## config.mk

```make
export PLATFORM = sky130hd
export DESIGN_NAME = acquisition_engine
export DESIGN_NICKNAME = d
export VERILOG_FILES = /design/src/acq_pkg.sv /design/src/acquisition_engine.sv /design/src/sample_divider.sv /design/src/skew_calibrator.sv
export SDC_FILE = /design/constraint.sdc
export NUM_CORES = 1
export LEC_CHECK = 0
export BUFFER_PORTS_ARGS = -buffer_cell sky130_fd_sc_hd__buf_2
export CORE_ASPECT_RATIO = 1.4
export CORE_MARGIN = 1.5
export CORE_UTILIZATION = 40
export CTS_CLUSTER_SIZE = 10
export DETAILED_ROUTE_END_ITERATION = 12
export GPL_ROUTABILITY_DRIVEN = 1
export SLEW_MARGIN = 20
export SYNTH_ARGS = -nofsm -noshare
export SYNTH_HDL_FRONTEND = slang
export SYNTH_SLANG_ARGS = --single-unit
```

## constraint.sdc

```tcl
create_clock -name clock -period 5.85 [get_ports clock]
set_input_delay 0.585 -clock clock [delete_from_list [all_inputs] [get_ports clock]]
set_output_delay 0.585 -clock clock [all_outputs]
set_load 0.03 [all_outputs]
```

## src/acq_pkg.sv

```systemverilog
package acq_pkg;
    // ------------------------------------------------------------
    // Channel geometry
    // ------------------------------------------------------------
    localparam int DATA_PER_POD = 16;
    localparam int CHANNELS_PER_POD = 17;
    localparam int PODS_PER_ENGINE = 2;
    localparam int ENGINE_CHANNELS = 34;
    localparam int COMPARATOR_WIDTH = 9;
    localparam int STATE_CLOCKS = 4;
    localparam int CLOCK_POS = 16;
    // ------------------------------------------------------------
    // Clock assignment limits
    // ------------------------------------------------------------
    localparam logic [2:0] MAX_CLOCKS_LARGE = 3'h4;
    localparam logic [2:0] MAX_CLOCKS_SMALL = 3'h2;
    // ------------------------------------------------------------
    // Timing clock and calibration
    // ------------------------------------------------------------
    localparam int FAST_CLOCK_MHZ = 125;
    localparam int PHASE_COUNT = 4;
    localparam int DELAY_TAPS = 4;
    localparam int CAL_SAMPLES = 16;
    localparam int THRESHOLD_WIDTH = 8;
    localparam int COUNT_WIDTH = 16;
    localparam int RATIO_WIDTH = 16;
    localparam logic [15:0] RATIO_RESET = 16'h0002;
    // ------------------------------------------------------------
    // Engine states and acquisition modes
    // ------------------------------------------------------------
    typedef enum logic {MODE_STATE, MODE_TIMING} acq_mode_type;
    typedef enum {ST_IDLE, ST_CALIBRATE, ST_ARMED, ST_TRIGGERED} engine_state_type;
    typedef enum {CAL_IDLE, CAL_MEASURE, CAL_DONE} cal_state_type;
endpackage

```

## src/acquisition_engine.sv

```systemverilog
`timescale 1ns/100ps
module acquisition_engine
    import acq_pkg::*;
#(
    parameter int PODS = PODS_PER_ENGINE,
    parameter int TAPS = DELAY_TAPS,
    parameter int SAMPLES = CAL_SAMPLES
)
(
    input wire logic clock,
    input wire logic rst_b,
    input wire logic [PODS-1:0][DATA_PER_POD-1:0] podData,
    input wire logic [PODS-1:0] podClockData,
    input wire logic [STATE_CLOCKS-1:0] stateClock,
    input wire logic acqMode,
    input wire logic smallVariant,
    input wire logic configLoad,
    input wire logic [STATE_CLOCKS-1:0] clockAssign,
    input wire logic [PODS-1:0] podClockIsState,
    input wire logic [PODS-1:0] thresholdLoad,
    input wire logic [PODS-1:0][THRESHOLD_WIDTH-1:0] thresholdValue,
    input wire logic testMode,
    input wire logic testBit,
    input wire logic fastPhaseTick,
    input wire logic phaseSync,
    input wire logic fastRate,
    input wire logic clockMaster,
    input wire logic [RATIO_WIDTH-1:0] divideRatio,
    input wire logic slowClockIn,
    input wire logic runCmd,
    input wire logic stopCmd,
    input wire logic [ENGINE_CHANNELS-1:0] patternValue,
    input wire logic [ENGINE_CHANNELS-1:0] patternMask,
    input wire logic [COUNT_WIDTH-1:0] eventTarget,
    input wire logic [DATA_PER_POD-1:0] rangeLow,
    input wire logic [DATA_PER_POD-1:0] rangeHigh,
    input wire logic [ENGINE_CHANNELS-1:0] qualifyValue,
    input wire logic [ENGINE_CHANNELS-1:0] qualifyMask,
    output logic [PODS-1:0][THRESHOLD_WIDTH-1:0] thresholdLevel,
    output logic configError,
    output logic [STATE_CLOCKS-1:0] activeClocks,
    output logic slowClockOut,
    output logic [$clog2(PHASE_COUNT)-1:0] samplePhase,
    output logic calibrating,
    output logic [$clog2(TAPS)-1:0] chosenTap,
    output logic armed,
    output logic triggered,
    output logic [ENGINE_CHANNELS-1:0] storeData,
    output logic storeValid
);
    localparam int TW = $clog2(TAPS);
    localparam int PW = $clog2(PHASE_COUNT);

    // Masked compare shared by the trigger pattern and the qualifier
    function automatic logic matchFn(input logic [ENGINE_CHANNELS-1:0] value,
                                     input logic [ENGINE_CHANNELS-1:0] target,
                                     input logic [ENGINE_CHANNELS-1:0] mask);
        matchFn = ((value ^ target) & mask) == '0;
    endfunction

    // Ones count for the clock assignment check
    function automatic logic [2:0] countOnes(input logic [STATE_CLOCKS-1:0] bits);
        logic [2:0] total;
        total = '0;
        for (int i = 0; i < STATE_CLOCKS; i++)
            total = total + 3'(bits[i]);
        countOnes = total;
    endfunction

    // ------------------------------------------------------------
    // Configuration and thresholds
    // ------------------------------------------------------------
    logic [STATE_CLOCKS-1:0] clocks; // Accepted clock assignment
    logic reject; // Last load refused
    logic [PODS-1:0][THRESHOLD_WIDTH-1:0] levels; // Per-pod thresholds
    logic [STATE_CLOCKS-1:0] next_clocks;
    logic next_reject;
    logic [PODS-1:0][THRESHOLD_WIDTH-1:0] next_levels;
    logic [2:0] clockLimit; // Variant ceiling

    // A refused load keeps the previous legal assignment
    always_comb
    begin
        next_clocks = clocks;
        next_reject = reject;
        next_levels = levels;
        clockLimit = smallVariant ? MAX_CLOCKS_SMALL : MAX_CLOCKS_LARGE;
        if (configLoad)
        begin
            if (countOnes(clockAssign) > clockLimit)
            begin
                next_reject = 1'b1;
            end
            else
            begin
                next_reject = 1'b0;
                next_clocks = clockAssign;
            end
        end
        for (int p = 0; p < PODS; p++)
        begin
            if (thresholdLoad[p])
                next_levels[p] = thresholdValue[p];
        end
    end

    // Register only
    always_ff @(posedge clock)
    begin
        if (!rst_b)
        begin
            clocks <= '0;
            reject <= 1'b0;
            levels <= '0;
        end
        else
        begin
            clocks <= next_clocks;
            reject <= next_reject;
            levels <= next_levels;
        end
    end

    // One level per pod covers its clock and data alike
    assign thresholdLevel = levels;
    assign configError = reject;
    assign activeClocks = clocks;

    // ------------------------------------------------------------
    // Channel assembly and test injection
    // ------------------------------------------------------------
    logic [ENGINE_CHANNELS-1:0] channels; // Comparator outputs
    logic [PODS-1:0][2*COMPARATOR_WIDTH-1:0] compOut; // Two comparators per pod

    // In test the serial bit replaces every comparator output
    always_comb
    begin
        for (int p = 0; p < PODS; p++)
        begin
            if (testMode)
                compOut[p] = {(2*COMPARATOR_WIDTH){testBit}};
            else
                compOut[p] = {1'b0, podClockData[p], podData[p]};
            // Clock/data sits above the sixteen data bits
            channels[p*CHANNELS_PER_POD +: CHANNELS_PER_POD] = compOut[p][CHANNELS_PER_POD-1:0];
            if (acqMode == MODE_STATE && podClockIsState[p] && !testMode)
                channels[p*CHANNELS_PER_POD + CLOCK_POS] = 1'b0;
        end
    end

    // ------------------------------------------------------------
    // Delay taps for skew placement
    // ------------------------------------------------------------
    logic [TAPS:0][ENGINE_CHANNELS-1:0] taps; // taps[0] is the live input
    logic [TAPS:1][ENGINE_CHANNELS-1:0] tapRegs, next_taps;
    logic [TAPS-1:0] tapUnstable; // Data moving at this tap
    logic [TW-1:0] tapSel; // Tap used for capture

    // Plain shift line; each stage adds one clock of delay
    always_comb
    begin
        for (int t = 1; t <= TAPS; t++)
            next_taps[t] = taps[t-1];
        for (int t = 0; t < TAPS; t++)
            tapUnstable[t] = taps[t] != taps[t+1];
    end

    // Register only
    always_ff @(posedge clock)
    begin
        if (!rst_b)
            tapRegs <= '0;
        else
            tapRegs <= next_taps;
    end

    assign taps = {tapRegs, channels};

    // ------------------------------------------------------------
    // Sample clock generation
    // ------------------------------------------------------------
    logic [STATE_CLOCKS-1:0] stateClockLast; // For edge detection
    logic [PW-1:0] phase; // Four-phase position
    logic [STATE_CLOCKS-1:0] next_stateClockLast;
    logic [PW-1:0] next_phase;
    logic slowTick; // Own divided tick
    logic stateTick; // Any assigned clock rose
    logic sampleTick; // Capture strobe for this engine

    // Phase count is cleared by sync so every engine agrees
    always_comb
    begin
        next_stateClockLast = stateClock;
        next_phase = phase;
        if (phaseSync)
            next_phase = '0;
        else if (fastPhaseTick)
            next_phase = phase + PW'(1);
        stateTick = |(stateClock & ~stateClockLast & clocks);
        if (acqMode == MODE_STATE)
            sampleTick = stateTick;
        else if (fastRate)
            sampleTick = fastPhaseTick;
        else
            sampleTick = clockMaster ? slowTick : slowClockIn;
    end

    // Register only
    always_ff @(posedge clock)
    begin
        if (!rst_b)
        begin
            stateClockLast <= '0;
            phase <= '0;
        end
        else
        begin
            stateClockLast <= next_stateClockLast;
            phase <= next_phase;
        end
    end

    sample_divider #(
        .RATIO_BITS(RATIO_WIDTH)
    ) divider (
        .clock(clock),
        .rst_b(rst_b),
        .loadRatio(configLoad),
        .ratio(divideRatio),
        .fastTick(fastPhaseTick),
        .slowTick(slowTick)
    );

    // Only the master drives a live divided clock to its peers
    assign slowClockOut = clockMaster & slowTick;
    assign samplePhase = phase;

    // ------------------------------------------------------------
    // Run control, trigger and storage
    // ------------------------------------------------------------
    engine_state_type state; // Run sequence
    logic [COUNT_WIDTH-1:0] events; // Pattern occurrences
    logic [ENGINE_CHANNELS-1:0] stored; // Last stored sample
    logic valid; // Store strobe
    logic calStart; // Kick off optimisation
    logic [TW-1:0] tapHeld; // Tap fixed after calibration
    engine_state_type next_state;
    logic [COUNT_WIDTH-1:0] next_events;
    logic [ENGINE_CHANNELS-1:0] next_stored;
    logic next_valid;
    logic next_calStart;
    logic [TW-1:0] next_tapHeld;
    logic calDone; // Sweep finished
    logic [TW-1:0] calTap; // Sweep result
    logic [ENGINE_CHANNELS-1:0] sample; // Data at chosen tap
    logic [DATA_PER_POD-1:0] rangeWord; // First pod data for range

    skew_calibrator #(
        .TAPS(TAPS),
        .SAMPLES(SAMPLES)
    ) calibrator (
        .clock(clock),
        .rst_b(rst_b),
        .start(calStart),
        .sampleTick(sampleTick),
        .tapUnstable(tapUnstable),
        .done(calDone),
        .bestTap(calTap)
    );

    // Nothing is stored until the sweep has settled a tap
    always_comb
    begin
        next_state = state;
        next_events = events;
        next_stored = stored;
        next_valid = 1'b0;
        next_calStart = 1'b0;
        next_tapHeld = tapHeld;
        tapSel = tapHeld;
        sample = taps[{1'b0, tapSel} + (TW+1)'(1)];
        rangeWord = sample[DATA_PER_POD-1:0];
        case (state)
            ST_IDLE:
            begin
                if (runCmd)
                begin
                    next_state = ST_CALIBRATE;
                    next_calStart = 1'b1;
                    next_events = '0;
                end
            end
            ST_CALIBRATE:
            begin
                if (calDone && !calStart)
                begin
                    next_tapHeld = calTap;
                    next_state = ST_ARMED;
                end
            end
            ST_ARMED, ST_TRIGGERED:
            begin
                if (sampleTick)
                begin
                    // Test data is kept whole so both pipelines are seen
                    if (testMode || matchFn(sample, qualifyValue, qualifyMask))
                    begin
                        next_stored = sample;
                        next_valid = 1'b1;
                    end
                    if (state == ST_ARMED)
                    begin
                        if (events >= eventTarget)
                        begin
                            if (rangeWord >= rangeLow && rangeWord <= rangeHigh)
                                next_state = ST_TRIGGERED;
                        end
                        else if (matchFn(sample, patternValue, patternMask))
                        begin
                            next_events = events + COUNT_WIDTH'(1);
                        end
                    end
                end
            end
            default:
            begin
                next_state = ST_IDLE;
            end
        endcase
        if (stopCmd)
            next_state = ST_IDLE;
    end

    // Register only
    always_ff @(posedge clock)
    begin
        if (!rst_b)
        begin
            state <= ST_IDLE;
            events <= '0;
            stored <= '0;
            valid <= 1'b0;
            calStart <= 1'b0;
            tapHeld <= '0;
        end
        else
        begin
            state <= next_state;
            events <= next_events;
            stored <= next_stored;
            valid <= next_valid;
            calStart <= next_calStart;
            tapHeld <= next_tapHeld;
        end
    end

    assign calibrating = (state == ST_CALIBRATE);
    assign chosenTap = tapHeld;
    assign armed = (state == ST_ARMED);
    assign triggered = (state == ST_TRIGGERED);
    assign storeData = stored;
    assign storeValid = valid;
endmodule

```

## src/sample_divider.sv

```systemverilog
`timescale 1ns/100ps
module sample_divider
    import acq_pkg::*;
#(
    parameter int RATIO_BITS = RATIO_WIDTH
)
(
    input wire logic clock,
    input wire logic rst_b,
    input wire logic loadRatio,
    input wire logic [RATIO_BITS-1:0] ratio,
    input wire logic fastTick,
    output logic slowTick
);
    // ------------------------------------------------------------
    // State
    // ------------------------------------------------------------
    logic [RATIO_BITS-1:0] heldRatio; // Ratio frozen for one run
    logic [RATIO_BITS-1:0] count; // Fast edges seen this period
    logic tick; // Registered output pulse
    logic [RATIO_BITS-1:0] next_heldRatio;
    logic [RATIO_BITS-1:0] next_count;
    logic next_tick;

    // Ratio only changes on load, so a run sees one steady rate
    always_comb
    begin
        next_heldRatio = heldRatio;
        next_count = count;
        next_tick = 1'b0;
        if (loadRatio)
        begin
            // Zero would stall the sampler; treat it as one
            next_heldRatio = (ratio == '0) ? RATIO_BITS'(1) : ratio;
            next_count = '0;
        end
        else if (fastTick)
        begin
            if (count + RATIO_BITS'(1) >= heldRatio)
            begin
                next_count = '0;
                next_tick = 1'b1;
            end
            else
            begin
                next_count = count + RATIO_BITS'(1);
            end
        end
    end

    // Register only
    always_ff @(posedge clock)
    begin
        if (!rst_b)
        begin
            heldRatio <= RATIO_BITS'(RATIO_RESET);
            count <= '0;
            tick <= 1'b0;
        end
        else
        begin
            heldRatio <= next_heldRatio;
            count <= next_count;
            tick <= next_tick;
        end
    end

    assign slowTick = tick;
endmodule

```

## src/skew_calibrator.sv

```systemverilog
`timescale 1ns/100ps
module skew_calibrator
    import acq_pkg::*;
#(
    parameter int TAPS = DELAY_TAPS,
    parameter int SAMPLES = CAL_SAMPLES
)
(
    input wire logic clock,
    input wire logic rst_b,
    input wire logic start,
    input wire logic sampleTick,
    input wire logic [TAPS-1:0] tapUnstable,
    output logic done,
    output logic [$clog2(TAPS)-1:0] bestTap
);
    localparam int TW = $clog2(TAPS);
    localparam int SW = $clog2(SAMPLES + 1);
    // ------------------------------------------------------------
    // Sweep state
    // ------------------------------------------------------------
    cal_state_type state; // Sweep phase
    logic [TW-1:0] tap; // Tap under test
    logic [SW-1:0] samples; // Ticks seen on this tap
    logic [SW-1:0] errors; // Unstable hits on this tap
    logic [SW-1:0] bestErrors; // Fewest hits so far
    logic [TW-1:0] best; // Tap with fewest hits
    cal_state_type next_state;
    logic [TW-1:0] next_tap;
    logic [SW-1:0] next_samples;
    logic [SW-1:0] next_errors;
    logic [SW-1:0] next_bestErrors;
    logic [TW-1:0] next_best;
    logic [SW-1:0] errorsNow; // Count including this tick

    // Each tap is scored by how often data moves at the capture edge
    always_comb
    begin
        next_state = state;
        next_tap = tap;
        next_samples = samples;
        next_errors = errors;
        next_bestErrors = bestErrors;
        next_best = best;
        errorsNow = errors + SW'(tapUnstable[tap]);
        case (state)
            CAL_IDLE, CAL_DONE:
            begin
                if (start)
                begin
                    next_state = CAL_MEASURE;
                    next_tap = '0;
                    next_samples = '0;
                    next_errors = '0;
                    next_bestErrors = '1;
                    next_best = '0;
                end
            end
            CAL_MEASURE:
            begin
                if (sampleTick)
                begin
                    next_samples = samples + SW'(1);
                    next_errors = errorsNow;
                    if (samples + SW'(1) == SW'(SAMPLES))
                    begin
                        // Strict compare keeps the earliest tap on a tie
                        if (errorsNow < bestErrors)
                        begin
                            next_bestErrors = errorsNow;
                            next_best = tap;
                        end
                        next_samples = '0;
                        next_errors = '0;
                        if (tap == TW'(TAPS - 1))
                            next_state = CAL_DONE;
                        else
                            next_tap = tap + TW'(1);
                    end
                end
            end
            default:
            begin
                next_state = CAL_IDLE;
            end
        endcase
    end

    // Register only
    always_ff @(posedge clock)
    begin
        if (!rst_b)
        begin
            state <= CAL_IDLE;
            tap <= '0;
            samples <= '0;
            errors <= '0;
            bestErrors <= '1;
            best <= '0;
        end
        else
        begin
            state <= next_state;
            tap <= next_tap;
            samples <= next_samples;
            errors <= next_errors;
            bestErrors <= next_bestErrors;
            best <= next_best;
        end
    end

    assign done = (state == CAL_DONE);
    assign bestTap = best;
endmodule

```

Yosys cells after proc, flatten, opt, wreduce, memory -nomap -nowiden --
Index checks and enable logic that the tools add are counted.
Word-level totals: register bits 333, output and inout port bits 64, logic and storage cells 175
Cells by class: $add $sub $neg 10, magnitude comparators 8, equality and inequality tests 29, muxes and demuxes 57, bitwise gates (word level) 12, reductions and logical operators 34
Operators by type and width (count):
- 32-bit two-way mux | 10
- 34-bit inequality test | 4
- 32-bit by 2-bit == test with 1-bit output, second input constant | 4
- 16-bit two-way mux | 7
- 34-bit binary-select mux with 3-bit select | 1
- 32-bit by 3-bit == test with 1-bit output, second input constant | 3
- 32-bit case mux with 3 select lines | 1
- 34-bit bitwise AND | 2
- 34-bit logical NOT | 2
- 34-bit bitwise XOR | 2
- 32-bit by 1-bit == test with 1-bit output, second input constant | 2
- 32-bit logical NOT | 2
- 32-bit case mux with 2 select lines | 1
- 16-bit >= comparator | 3
- 5-bit two-way mux | 9
- 17-bit two-way mux | 2
- 34-bit two-way mux | 1
- 16-bit by 1-bit adder with 16-bit output, second input constant | 2
- 16-bit case mux with 2 select lines | 1
- 5-bit case mux with 2 select lines | 3
- 2-bit inequality test, second input constant | 9
- 16-bit <= comparator | 1
- 16-bit logical NOT | 1
- 2-bit two-way mux | 7
- other kinds (34) | 70

Logic depth before layout (Yosys ltp) --
Gate-level depths: netlist (run 1).
depth in word-level cells 14, gate-level depth with buffers 23

By module --
From an unflattened synthesis (run 1), not the netlist that was laid out.
Second synthesis, totals: cell total of the unflattened synthesis 1844, area total of the unflattened synthesis 16304.4 um^2
By module, submodules not included:
- acquisition_engine | instances 1, cells each 1476, area each 13047.5 um^2
- sample_divider | instances 1, cells each 237, area each 2029.4 um^2
- skew_calibrator | instances 1, cells each 131, area each 1227.4 um^2

Worst setup path after synthesis (run 1) --
No wires, ideal clock.
path kind input to register, from input testMode, to register calibrator.bestErrors[0], setup time 0.133 ns, arrival time 4.951 ns, data required time 5.717 ns, setup slack 0.766 ns, cell stages on the path 23, path buffers 5, path through buf_2 -> buf_4 -> buf_6 -> buf_2 -> mux2i_1 -> o22ai_1 -> a2111oi_0 -> nand3_1 -> or4_1 -> nor4_1 -> o31ai_1 -> ha_1 -> ha_1 -> ha_1 -> a21o_1 -> a21oi_1 -> nor2b_1 -> o21ai_0 -> nand2_1 -> a21oi_1 -> clkbuf_1 -> nor3b_1 -> o21ai_0
On the way: cells in the longest elaborated chain, start to end 11, elaborated cells between the ends (all ways) 18, classes of those cells 1 x add/sub; 1 x order compare; 2 x eq/ne; 10 x mux; 4 x reduce/logical
Ends and longest elaborated chain:
- start, declared | line acquisition_engine.sv:22 | input wire logic testMode,
- 1-bit logical NOT | line acquisition_engine.sv:146 | if (acqMode == MODE_STATE && podClockIsState[p] && !testMode)
- 1-bit logical AND | line acquisition_engine.sv:146
- 1-bit two-way mux | line acquisition_engine.sv:146
- 34-bit inequality test (*) | line acquisition_engine.sv:165 | tapUnstable[t] = taps[t] != taps[t+1];
- 1-bit binary-select mux with 2-bit select (*) | line skew_calibrator.sv:45 | errorsNow = errors + SW'(tapUnstable[tap]);
- 1-bit two-way mux (not written as such) (*) | line skew_calibrator.sv:45
- 5-bit by 1-bit adder with 5-bit output (*) | line skew_calibrator.sv:45
- parallel branches: the longest is 4 deep, another holds 5-bit less-than comparator
- end signal, assigned | line skew_calibrator.sv:107 | bestErrors <= next_bestErrors;
- end, declared | line skew_calibrator.sv:26 | logic [SW-1:0] bestErrors;
Mark *: on every way between the ends. The select of a mux whose other input is x is not followed. A chain may end at the register's enable or synchronous reset.

Worst setup path in the final report (run 1) --
from register tapHeld[1], in the netlist chosenTap[1], to register state[0]
On the way: cells in the longest elaborated chain, start to end 7, elaborated cells between the ends (all ways) 8, classes of those cells 1 x add/sub; 2 x order compare; 1 x eq/ne; 2 x mux; 2 x reduce/logical
Ends and longest elaborated chain:
- start, declared | line acquisition_engine.sv:246 | logic [TW-1:0] tapHeld;
- start signal, assigned | line acquisition_engine.sv:353 | tapHeld <= next_tapHeld;
- 2-bit by 1-bit adder with 3-bit output (*) | line acquisition_engine.sv:281 | sample = taps[{1'b0, tapSel} + (TW+1)'(1)];
- 34-bit binary-select mux with 3-bit select (*) | line acquisition_engine.sv:281
- 34-bit two-way mux (not written as such) (*) | line acquisition_engine.sv:281
- via sample[9] | line acquisition_engine.sv:255 | logic [ENGINE_CHANNELS-1:0] sample;
- 16-bit >= comparator / 16-bit <= comparator (equally long branches) | line acquisition_engine.sv:315 | if (rangeWord >= rangeLow && rangeWord <= rangeHigh)
- 1-bit logical AND (*) | line acquisition_engine.sv:315
- 2-bit inequality test (no source line) (*)
- 6-bit AND reduction (no source line) (*)
- end signal, assigned | line acquisition_engine.sv:348 | state <= next_state;
- end, declared | line acquisition_engine.sv:241 | engine_state_type state;
The timed path passes the listed nets; every way through them passes the cells marked *. The select of a mux whose other input is x is not followed.

==> results of run 1 <==
-- path summary, 6_finish.rpt --
kind | to | depth (start not counted)
worst min register to register | storeData[17] | 2
worst max-delay path | state[0] | 16
worst min-delay path | state[1] | 2
worst max register to register | state[0] | 16
-- flip-flops by register name, summed over array words and instances (netlist names), 16 cells and up --
| signal | flops |
|---|---|
| divider.count | 16 |
| divider.heldRatio | 16 |
| events | 16 |
| next_taps | 102 |
| storeData | 34 |
| tapRegs | 34 |
| thresholdLevel | 16 |
-- placed cells by master (no fill, tap or decap), types with 55 or more instances in the layout --
cell / instances
sky130_fd_sc_hd__buf_2: 338
sky130_fd_sc_hd__dfxtp_1: 272
sky130_fd_sc_hd__nor2_1: 156
sky130_fd_sc_hd__nand2_1: 139
sky130_fd_sc_hd__and2_1: 124
sky130_fd_sc_hd__xnor2_1: 119
sky130_fd_sc_hd__mux2i_1: 117
sky130_fd_sc_hd__inv_1: 116
sky130_fd_sc_hd__ha_1: 78
sky130_fd_sc_hd__xor2_1: 75
sky130_fd_sc_hd__nand2b_1: 60
sky130_fd_sc_hd__a211oi_1: 55
-- through the flow --
stage | hold slack [ns] | power (µW) | std cells | instance area (µm²)
6_report | 0.2775 | 4615 | 2726 | 19210
5_1_grt | 0.2782 | 4812 | 2726 | 19210
3_3_place_gp | 0.4424 | 2734 | 2681 | 18260
2_1_floorplan | 0.4454 | 2428 | 1864 | 15960
4_1_cts | 0.2541 | 4667 | 2726 | 19210
3_5_place_dp | 0.4481 | 2747 | 2681 | 18260
-- cells by family (layout without fill, tap and decap cells) --
| family | after synthesis | after routing | synth area share |
|---|---|---|---|
| adders and majority gates | 80 | 80 | 0.06364 |
| DFF | 273 | 273 | 0.3423 |
| AOI/OAI and AO/OA | 308 | 308 | 0.1386 |
| xor gates and xnor gates | 194 | 194 | 0.1064 |
| buffers and inverters | 207 | 541 | 0.05298 |
| and+or+nand+nor | 685 | 685 | 0.2227 |
| muxes | 117 | 117 | 0.07336 |
-- metal layers --
| metal | vias to the layer above | share of wire | GRT usage |
|---|---|---|---|
| met4 | 10 | 0.068 | 0.1673 |
| met2 | 563 | 0.46 | 0.4500 |
| met3 | 159 | 0.072 | 0.05717 |
| met5 | - | 0.0011 | 0 |
| met1 | 6715 | 0.40 | 0.3027 |
| li1 | 7118 | - | - |
-- Yosys cell counts, types with 18 or more instances --
library cell,number,area (µm²)
sky130_fd_sc_hd__xor2_1,75,656.9
sky130_fd_sc_hd__nand3_1,42,210.2
sky130_fd_sc_hd__nand4_1,34,212.7
sky130_fd_sc_hd__o21ai_0,43,215.2
sky130_fd_sc_hd__nor2_1,156,585.6
sky130_fd_sc_hd__nand2_1,139,521.8
sky130_fd_sc_hd__nor3_1,31,155.2
sky130_fd_sc_hd__and3_1,18,112.6
sky130_fd_sc_hd__mux2i_1,117,1171
sky130_fd_sc_hd__inv_1,117,439.2
sky130_fd_sc_hd__a21oi_1,45,225.2
sky130_fd_sc_hd__ha_1,78,975.9
sky130_fd_sc_hd__clkbuf_1,56,210.2
sky130_fd_sc_hd__buf_2,25,125.1
sky130_fd_sc_hd__and2_1,124,775.7
sky130_fd_sc_hd__a22o_1,37,324.1
sky130_fd_sc_hd__dfxtp_1,273,5465
sky130_fd_sc_hd__nor4_1,28,175.2
sky130_fd_sc_hd__nand2b_1,60,375.4
sky130_fd_sc_hd__a211oi_1,56,420.4
sky130_fd_sc_hd__xnor2_1,119,1042
-- cell type report --
class	count	area, µm²	share of cell area
tap	528	660.6	0.03438
timing repair buffer	379	2012	0.1047
sequential	273	5469	0.2846
inverter	117	439.2	0.02286
clock inverter	2	17.52	0.0009117
multi-input combinational	1384	9679	0.5038
clock buffer	43	935.9	0.04871
-- power by group through the flow --
| stage | logic [µW] | registers (µW) | clock network [µW] |
|---|---|---|---|
| after detailed placement | 716 | 2030 | 0 |
| after global placement | 705 | 2030 | 0 |
| after CTS | 719 | 1990 | 1960 |
| after floorplan | 401 | 2030 | 0 |
| final | 722 | 1990 | 1900 |
| after global routing | 786 | 2000 | 2020 |
-- critical path, cell delays in order, from the launching register on --
cell                        delay, ns
sky130_fd_sc_hd__dfxtp_1         0.35
sky130_fd_sc_hd__ha_1            0.51
sky130_fd_sc_hd__or2_1           0.18
sky130_fd_sc_hd__buf_4           0.36
sky130_fd_sc_hd__a211oi_1        0.17
sky130_fd_sc_hd__a211oi_1        0.65
sky130_fd_sc_hd__inv_1           0.20
sky130_fd_sc_hd__ha_1            0.34
sky130_fd_sc_hd__a21o_1          0.18
sky130_fd_sc_hd__a21o_1          0.18
sky130_fd_sc_hd__a21o_1          0.17
sky130_fd_sc_hd__a21oi_1         0.13
sky130_fd_sc_hd__o21ai_0         0.12
sky130_fd_sc_hd__a211o_1         0.29
sky130_fd_sc_hd__o221ai_1        0.25
sky130_fd_sc_hd__nand4b_1        0.20
sky130_fd_sc_hd__a2111oi_0       0.50
==> impl_metrics.xml, run 1 <==
<?xml version="1.0" encoding="UTF-8"?>
<metrics>
  <group name="synth">
    <metric name="synthArstFlopShare" unit="">0</metric>
    <metric name="synth_edf_count" unit="">0</metric>
    <metric name="synth_flop_cell" unit="">sky130_fd_sc_hd__dfxtp_1</metric>
    <metric name="seq_area_frac_synth" unit="">0.3423</metric>
    <metric name="count_of_yosys_warnings_during_synthesis" unit="">0</metric>
    <metric name="syn-num-nets" unit="">2220</metric>
    <metric name="netlist_instances" unit="">1864</metric>
    <metric name="synth.lib_cells_used.distinct" unit="">73</metric>
    <metric name="synth_seq_cells" unit="">273</metric>
    <metric name="cell_area_after_technology_mapping" unit="µm²">15960</metric>
    <metric name="post_synth.cell_area_avg" unit="µm²">8.564</metric>
  </group>
  <group name="layout">
    <metric name="antennaDiodeCount" unit="">0</metric>
    <metric name="num-fill-cells" unit="">3926</metric>
    <metric name="final_core_util" unit="">0.4879</metric>
    <metric name="drive_above_1_share" unit="">0.2020</metric>
    <metric name="nets" unit="">2545</metric>
    <metric name="layout-area-overhead-vs-synth" unit="%">20.35</metric>
  </group>
  <group name="grt">
    <metric name="grt_overflow" unit="">0</metric>
    <metric name="first_global_vias" unit="">14235</metric>
    <metric name="antenna_found_initial" unit="">5</metric>
    <metric name="grt_pass1_wl" unit="mm">82.34</metric>
    <metric name="grt_start_max_net_pins" unit="">109</metric>
    <metric name="overall_global_routing_resource_usage" unit="">0.2662</metric>
  </group>
  <group name="setup_path">
    <metric name="critPathKind" unit="">flop to flop</metric>
    <metric name="crit_arrival" unit="ns">5.31</metric>
    <metric name="worst_setup_startpoint" unit="">chosenTap[1]</metric>
    <metric name="crit-reg2reg-launch" unit="">chosenTap[1]</metric>
    <metric name="end_kind" unit="">flop</metric>
    <metric name="critical_path.startpoint_type" unit="">flop</metric>
    <metric name="worst-path-max-fanout" unit="">34</metric>
    <metric name="setup.reg_to_reg.worst_slack" unit="ns">0.91</metric>
    <metric name="cp_data_required_time" unit="ns">6.22</metric>
  </group>
  <group name="placement">
    <metric name="gp_congestion" unit="">0.9098</metric>
    <metric name="detailedPlacementHpwl" unit="mm">43.10</metric>
    <metric name="place_ws" unit="ns">0.5012</metric>
    <metric name="place.port_buffers" unit="">339</metric>
  </group>
  <group name="sta">
    <metric name="setup_viol_count_final" unit="">0</metric>
    <metric name="setup_slack" unit="ns">0.9098</metric>
    <metric name="fmax" unit="MHz">202.4</metric>
    <metric name="hold_violations" unit="">0</metric>
    <metric name="timing_worst_slew_pin_value" unit="ns">1.024</metric>
    <metric name="clock-skew-final" unit="ns">0.02171</metric>
    <metric name="period_minus_slack" unit="ns">4.940</metric>
    <metric name="grt_setup_unrepaired" unit="">false</metric>
    <metric name="final_min_period_over_clock_period" unit="">0.8445</metric>
    <metric name="relSlewSlack" unit="">0.2995</metric>
    <metric name="setup_total_negative_slack" unit="ns">0</metric>
    <metric name="report.final.slew_viol_count" unit="">0</metric>
  </group>
  <group name="power_and_ir_drop">
    <metric name="power_density_over_the_cells" unit="nW/µm²">240.2</metric>
    <metric name="clockPowerShare" unit="">0.412</metric>
    <metric name="total_switching_power" unit="µW">1278</metric>
    <metric name="portion_of_total_power_attributed_to_sequential_cells" unit="">0.432</metric>
    <metric name="combPwrFrac" unit="">0.156</metric>
    <metric name="cell_leakage_power" unit="µW">0.009024</metric>
    <metric name="vdd_drop_max" unit="mV">0.1996</metric>
    <metric name="switching_share" unit="">0.2768</metric>
    <metric name="p_int" unit="µW">3338</metric>
  </group>
  <group name="worst_hold_path">
    <metric name="hold_path_startpoint" unit="">stopCmd</metric>
    <metric name="worstHoldPathType" unit="">input pin to flop</metric>
  </group>
  <group name="clocking">
    <metric name="clock-sinks" unit="">273</metric>
    <metric name="gates_resized_cts_repair" unit="">0</metric>
    <metric name="cts.root.buffer_cell" unit="">sky130_fd_sc_hd__clkbuf_16</metric>
    <metric name="ctsLongestPathBuffers" unit="">3</metric>
    <metric name="htree_num_levels" unit="">2</metric>
    <metric name="cts_hold_repair.buffers" unit="">0</metric>
    <metric name="cts_tree" unit="">done</metric>
    <metric name="postCtsSetupRepairBufs" unit="">0</metric>
    <metric name="clk-insertion-delay-late" unit="ns">0.52</metric>
    <metric name="clock_buffers_created_by_tritoncts" unit="">34</metric>
    <metric name="cts.reportedPaths.clkPinSlew" unit="ns">0.05</metric>
  </group>
  <group name="status">
    <metric name="status" unit="">finished clean</metric>
  </group>
  <group name="die">
    <metric name="die_width" unit="µm">171.8</metric>
    <metric name="die-area" unit="µm²">41130</metric>
    <metric name="rows" unit="">86</metric>
    <metric name="core-area" unit="µm²">39380</metric>
    <metric name="chipHeight" unit="µm">239.4</metric>
    <metric name="pin_count" unit="">340</metric>
    <metric name="starting_density_of_the_core" unit="">0.4054</metric>
  </group>
  <group name="drt">
    <metric name="routedWlPerCell" unit="µm">20.37</metric>
    <metric name="detail_route.vias_per_cell" unit="">5.343</metric>
    <metric name="antenna_violating_nets_post_route" unit="">0</metric>
    <metric name="num_vias" unit="">14565</metric>
    <metric name="drc_errors" unit="">0</metric>
    <metric name="first_pass_iters" unit="">5</metric>
    <metric name="drt-total-wl" unit="mm">55.54</metric>
    <metric name="dr.first_iter.drc_count" unit="">692</metric>
  </group>
  <group name="job">
    <metric name="cap_viol_max_count" unit="">0</metric>
  </group>
</metrics>
No activity file was read; power rests on OpenSTA's default activity.
==> run 2, diff against run 1 <==
- clock period: 5.85 -> 4.7 ns (I/O delays scaled with it)
==> run 2 against run 1 <==
Effect of this change: cell count up 0.99%; fmax rose by 8.2%; setup slack lost 0.78 ns; clock power is 11% higher; combinational power grew 31%; utilization rose by 0.39 points; largest cell class unchanged; highest routed layer unchanged.
==> impl_metrics.xml, run 2 (synthesized netlist as in run 1, its figures left out) <==
<?xml version="1.0" encoding="UTF-8"?>
<metrics>
  <group name="sta">
    <metric name="final_min_period_over_clock_period" unit="">0.9716</metric>
    <metric name="fmax" unit="MHz">219.0</metric>
    <metric name="clock-skew-final" unit="ns">0.01571</metric>
    <metric name="relSlewSlack" unit="">0.3607</metric>
    <metric name="fin_hold_ws" unit="ns">0.1123</metric>
    <metric name="timing_worst_slew_pin_value" unit="ns">0.9554</metric>
    <metric name="setup_slack" unit="ns">0.1335</metric>
    <metric name="grt_setup_unrepaired" unit="">false</metric>
    <metric name="hold_violations" unit="">0</metric>
    <metric name="report.final.slew_viol_count" unit="">0</metric>
    <metric name="setup_viol_count_final" unit="">0</metric>
    <metric name="period_minus_slack" unit="ns">4.567</metric>
  </group>
  <group name="setup_path">
    <metric name="crit_path_max_incr_delay" unit="ns">0.53</metric>
    <metric name="critical_path.n_buffers_inverters" unit="">4</metric>
    <metric name="worst_path_most_repeated_cell" unit="">sky130_fd_sc_hd__buf_4</metric>
    <metric name="worst_path_depth" unit="">14</metric>
    <metric name="setup.reg_to_reg.worst_slack" unit="ns">0.13</metric>
    <metric name="setup.worst_path.end" unit="">storeData[28]</metric>
    <metric name="critical-path-top-delay-family" unit="">compound AO/OA/AOI/OAI gates</metric>
    <metric name="critical_path.slowest_cell" unit="">sky130_fd_sc_hd__a22oi_1</metric>
    <metric name="timing.reg2reg.worst_path_depth" unit="">14</metric>
    <metric name="rr_endpoint" unit="">storeData[28]</metric>
    <metric name="critical_path.startpoint_type" unit="">flop</metric>
    <metric name="crit_arrival" unit="ns">5.00</metric>
    <metric name="cp_data_required_time" unit="ns">5.14</metric>
    <metric name="worst_setup_startpoint" unit="">chosenTap[0]</metric>
    <metric name="end_kind" unit="">flop</metric>
    <metric name="crit-reg2reg-launch" unit="">chosenTap[0]</metric>
    <metric name="chain_of_cells_forming_the_critical_path" unit="">ha_1 &gt; buf_4 &gt; or2_1 &gt; buf_4 &gt; a211oi_1 &gt; a211oi_1 &gt; buf_4 &gt; xnor2_1 &gt; a22oi_1 &gt; nand4_1 &gt; nor3_1 &gt; a32oi_4 &gt; buf_4 &gt; mux2i_1</metric>
    <metric name="critPathKind" unit="">flop to flop</metric>
    <metric name="worst-path-max-fanout" unit="">24</metric>
  </group>
  <group name="die">
    <metric name="core-area" unit="µm²">39380</metric>
    <metric name="chipHeight" unit="µm">239.4</metric>
    <metric name="rows" unit="">86</metric>
    <metric name="die-area" unit="µm²">41130</metric>
    <metric name="die_width" unit="µm">171.8</metric>
    <metric name="starting_density_of_the_core" unit="">0.4054</metric>
    <metric name="pin_count" unit="">340</metric>
  </group>
  <group name="clocking">
    <metric name="htree_num_levels" unit="">1</metric>
    <metric name="cts.reportedPaths.clkPinSlew" unit="ns">0.06</metric>
    <metric name="cts_tree" unit="">done</metric>
    <metric name="clk-insertion-delay-late" unit="ns">0.57</metric>
    <metric name="clock_buffers_created_by_tritoncts" unit="">31</metric>
    <metric name="clock-sinks" unit="">273</metric>
    <metric name="ctsLongestPathBuffers" unit="">3</metric>
    <metric name="cts.root.buffer_cell" unit="">sky130_fd_sc_hd__clkbuf_16</metric>
  </group>
  <group name="drt">
    <metric name="dr_wl_met2" unit="mm">26.43</metric>
    <metric name="top_routing_layer_used" unit="">met5</metric>
    <metric name="first_pass_iters" unit="">6</metric>
    <metric name="routed-wl-met3" unit="mm">4.040</metric>
    <metric name="routedWlPerCell" unit="µm">20.58</metric>
    <metric name="num_vias" unit="">14856</metric>
    <metric name="dr.first_iter.drc_count" unit="">924</metric>
    <metric name="drc_errors" unit="">0</metric>
    <metric name="antenna_violating_nets_post_route" unit="">0</metric>
    <metric name="wl_met1" unit="mm">23.07</metric>
    <metric name="drt-total-wl" unit="mm">56.66</metric>
    <metric name="detail_route.vias_per_cell" unit="">5.396</metric>
  </group>
  <group name="grt">
    <metric name="antenna_found_initial" unit="">3</metric>
    <metric name="grt_start_max_net_pins" unit="">107</metric>
    <metric name="grt_overflow" unit="">0</metric>
    <metric name="grt_pass1_wl" unit="mm">83.49</metric>
    <metric name="first_global_vias" unit="">14438</metric>
    <metric name="overall_global_routing_resource_usage" unit="">0.2697</metric>
  </group>
  <group name="worst_hold_path">
    <metric name="worstHoldPathType" unit="">input pin to flop</metric>
    <metric name="hold_path_startpoint" unit="">divideRatio[3]</metric>
  </group>
  <group name="placement">
    <metric name="gp_congestion" unit="">0.9346</metric>
    <metric name="place_ws" unit="ns">-0.07803</metric>
    <metric name="place.port_buffers" unit="">339</metric>
    <metric name="detailedPlacementHpwl" unit="mm">43.95</metric>
    <metric name="dpl.cell_count" unit="">2715</metric>
  </group>
  <group name="power_and_ir_drop">
    <metric name="vdd_drop_max" unit="mV">0.2700</metric>
    <metric name="post-layout-total-power" unit="µW">5533</metric>
    <metric name="power_density_over_the_cells" unit="nW/µm²">285.7</metric>
    <metric name="cell_leakage_power" unit="µW">0.009124</metric>
  </group>
  <group name="layout">
    <metric name="finalNonFillerCells" unit="">2753</metric>
    <metric name="most_common_library_cell_in_the_layout_ignoring_fill_and_taps" unit="">sky130_fd_sc_hd__buf_2</metric>
    <metric name="num-fill-cells" unit="">3851</metric>
    <metric name="most-common-layout-cells" unit="">sky130_fd_sc_hd__buf_2 (338), sky130_fd_sc_hd__dfxtp_1 (272), sky130_fd_sc_hd__nor2_1 (156), sky130_fd_sc_hd__nand2_1 (139), sky130_fd_sc_hd__and2_1 (124)</metric>
    <metric name="number_of_flip_flops_under_the_largest_register_name" unit="">102</metric>
    <metric name="drive_above_1_share" unit="">0.2140</metric>
    <metric name="nets" unit="">2576</metric>
    <metric name="layout-area-overhead-vs-synth" unit="%">21.31</metric>
  </group>
  <group name="status">
    <metric name="status" unit="">finished clean</metric>
  </group>
  <group name="job">
    <metric name="cap_viol_max_count" unit="">0</metric>
  </group>
</metrics>
-- run 2: how the worst min path moves through the flow --
stage               depth (start not counted)  slack (ns)               endpoint
finish                                      3        0.11   divider.heldRatio[3]
global route                                2        0.10      stateClockLast[0]
CTS                                         3         0.1   divider.heldRatio[3]
detailed placement                          2        0.45          storeData[15]
global placement                            2        0.44          storeData[24]
floorplan                                   2        0.44  calibrator.bestTap[1]
-- run 2: cell type report --
class | instances | area, µm² | area share
Tap cell | 528 | 660.6 | 0.03411
Clock inverter | 2 | 13.76 | 0.0007107
Timing Repair Buffer | 413 | 2280 | 0.1177
Multi-Input combinational cell | 1384 | 9701 | 0.5009
Sequential cell | 273 | 5469 | 0.2824
Clock buffer | 35 | 800.8 | 0.04135
Inverter | 117 | 439.2 | 0.02268
Antenna cell | 1 | 2.502 | 0.0001292
-- run 2: timing repair --
| action | in CTS | in global routing |
|---|---|---|
| endpoints found under the setup margin | 16 | 18 |
| buffers inserted | 0 | 0 |
| endpoints found under the hold margin | 0 | 0 |
| resized for setup | 2 | 3 |
| hold buffers | 0 | 0 |
-- run 2: worst register-to-register path: stages, from the launching register on --
cell,delay (ns)
sky130_fd_sc_hd__dfxtp_4,0.35
sky130_fd_sc_hd__ha_1,0.30
sky130_fd_sc_hd__buf_4,0.22
sky130_fd_sc_hd__or2_1,0.44
sky130_fd_sc_hd__buf_4,0.27
sky130_fd_sc_hd__a211oi_1,0.46
sky130_fd_sc_hd__a211oi_1,0.10
sky130_fd_sc_hd__buf_4,0.21
sky130_fd_sc_hd__xnor2_1,0.13
sky130_fd_sc_hd__a22oi_1,0.53
sky130_fd_sc_hd__nand4_1,0.38
sky130_fd_sc_hd__nor3_1,0.41
sky130_fd_sc_hd__a32oi_4,0.15
sky130_fd_sc_hd__buf_4,0.30
sky130_fd_sc_hd__mux2i_1,0.19
-- run 2: stage by stage --
| step | TNS (ns) | utilization | cell area (µm²) |
|---|---|---|---|
| after floorplan | 0 | - | 15990 |
| after global placement | -0.1867 | 0.4705 | 18530 |
| after detailed placement | -0.5848 | 0.4705 | 18530 |
| after CTS | 0 | 0.4912 | 19350 |
| after global routing | 0 | 0.4917 | 19360 |
| final | 0 | 0.4917 | 19370 |
-- run 2: report_power, final --
group          total (µW)  switching, µW  leakage, µW  internal [µW]
Sequential           2480           91.8      0.00223           2390
Clock                2110            931     0.000401           1180
Combinational         944            536      0.00649            408
Total                5530           1560      0.00912           3980
-- run 2: routing by layer --
layer / vias to the layer above / track usage
met4: 2 / 0.1402
met5: - / 0
li1: 7180 / -
met2: 604 / 0.4604
met1: 6940 / 0.3185
met3: 130 / 0.05139
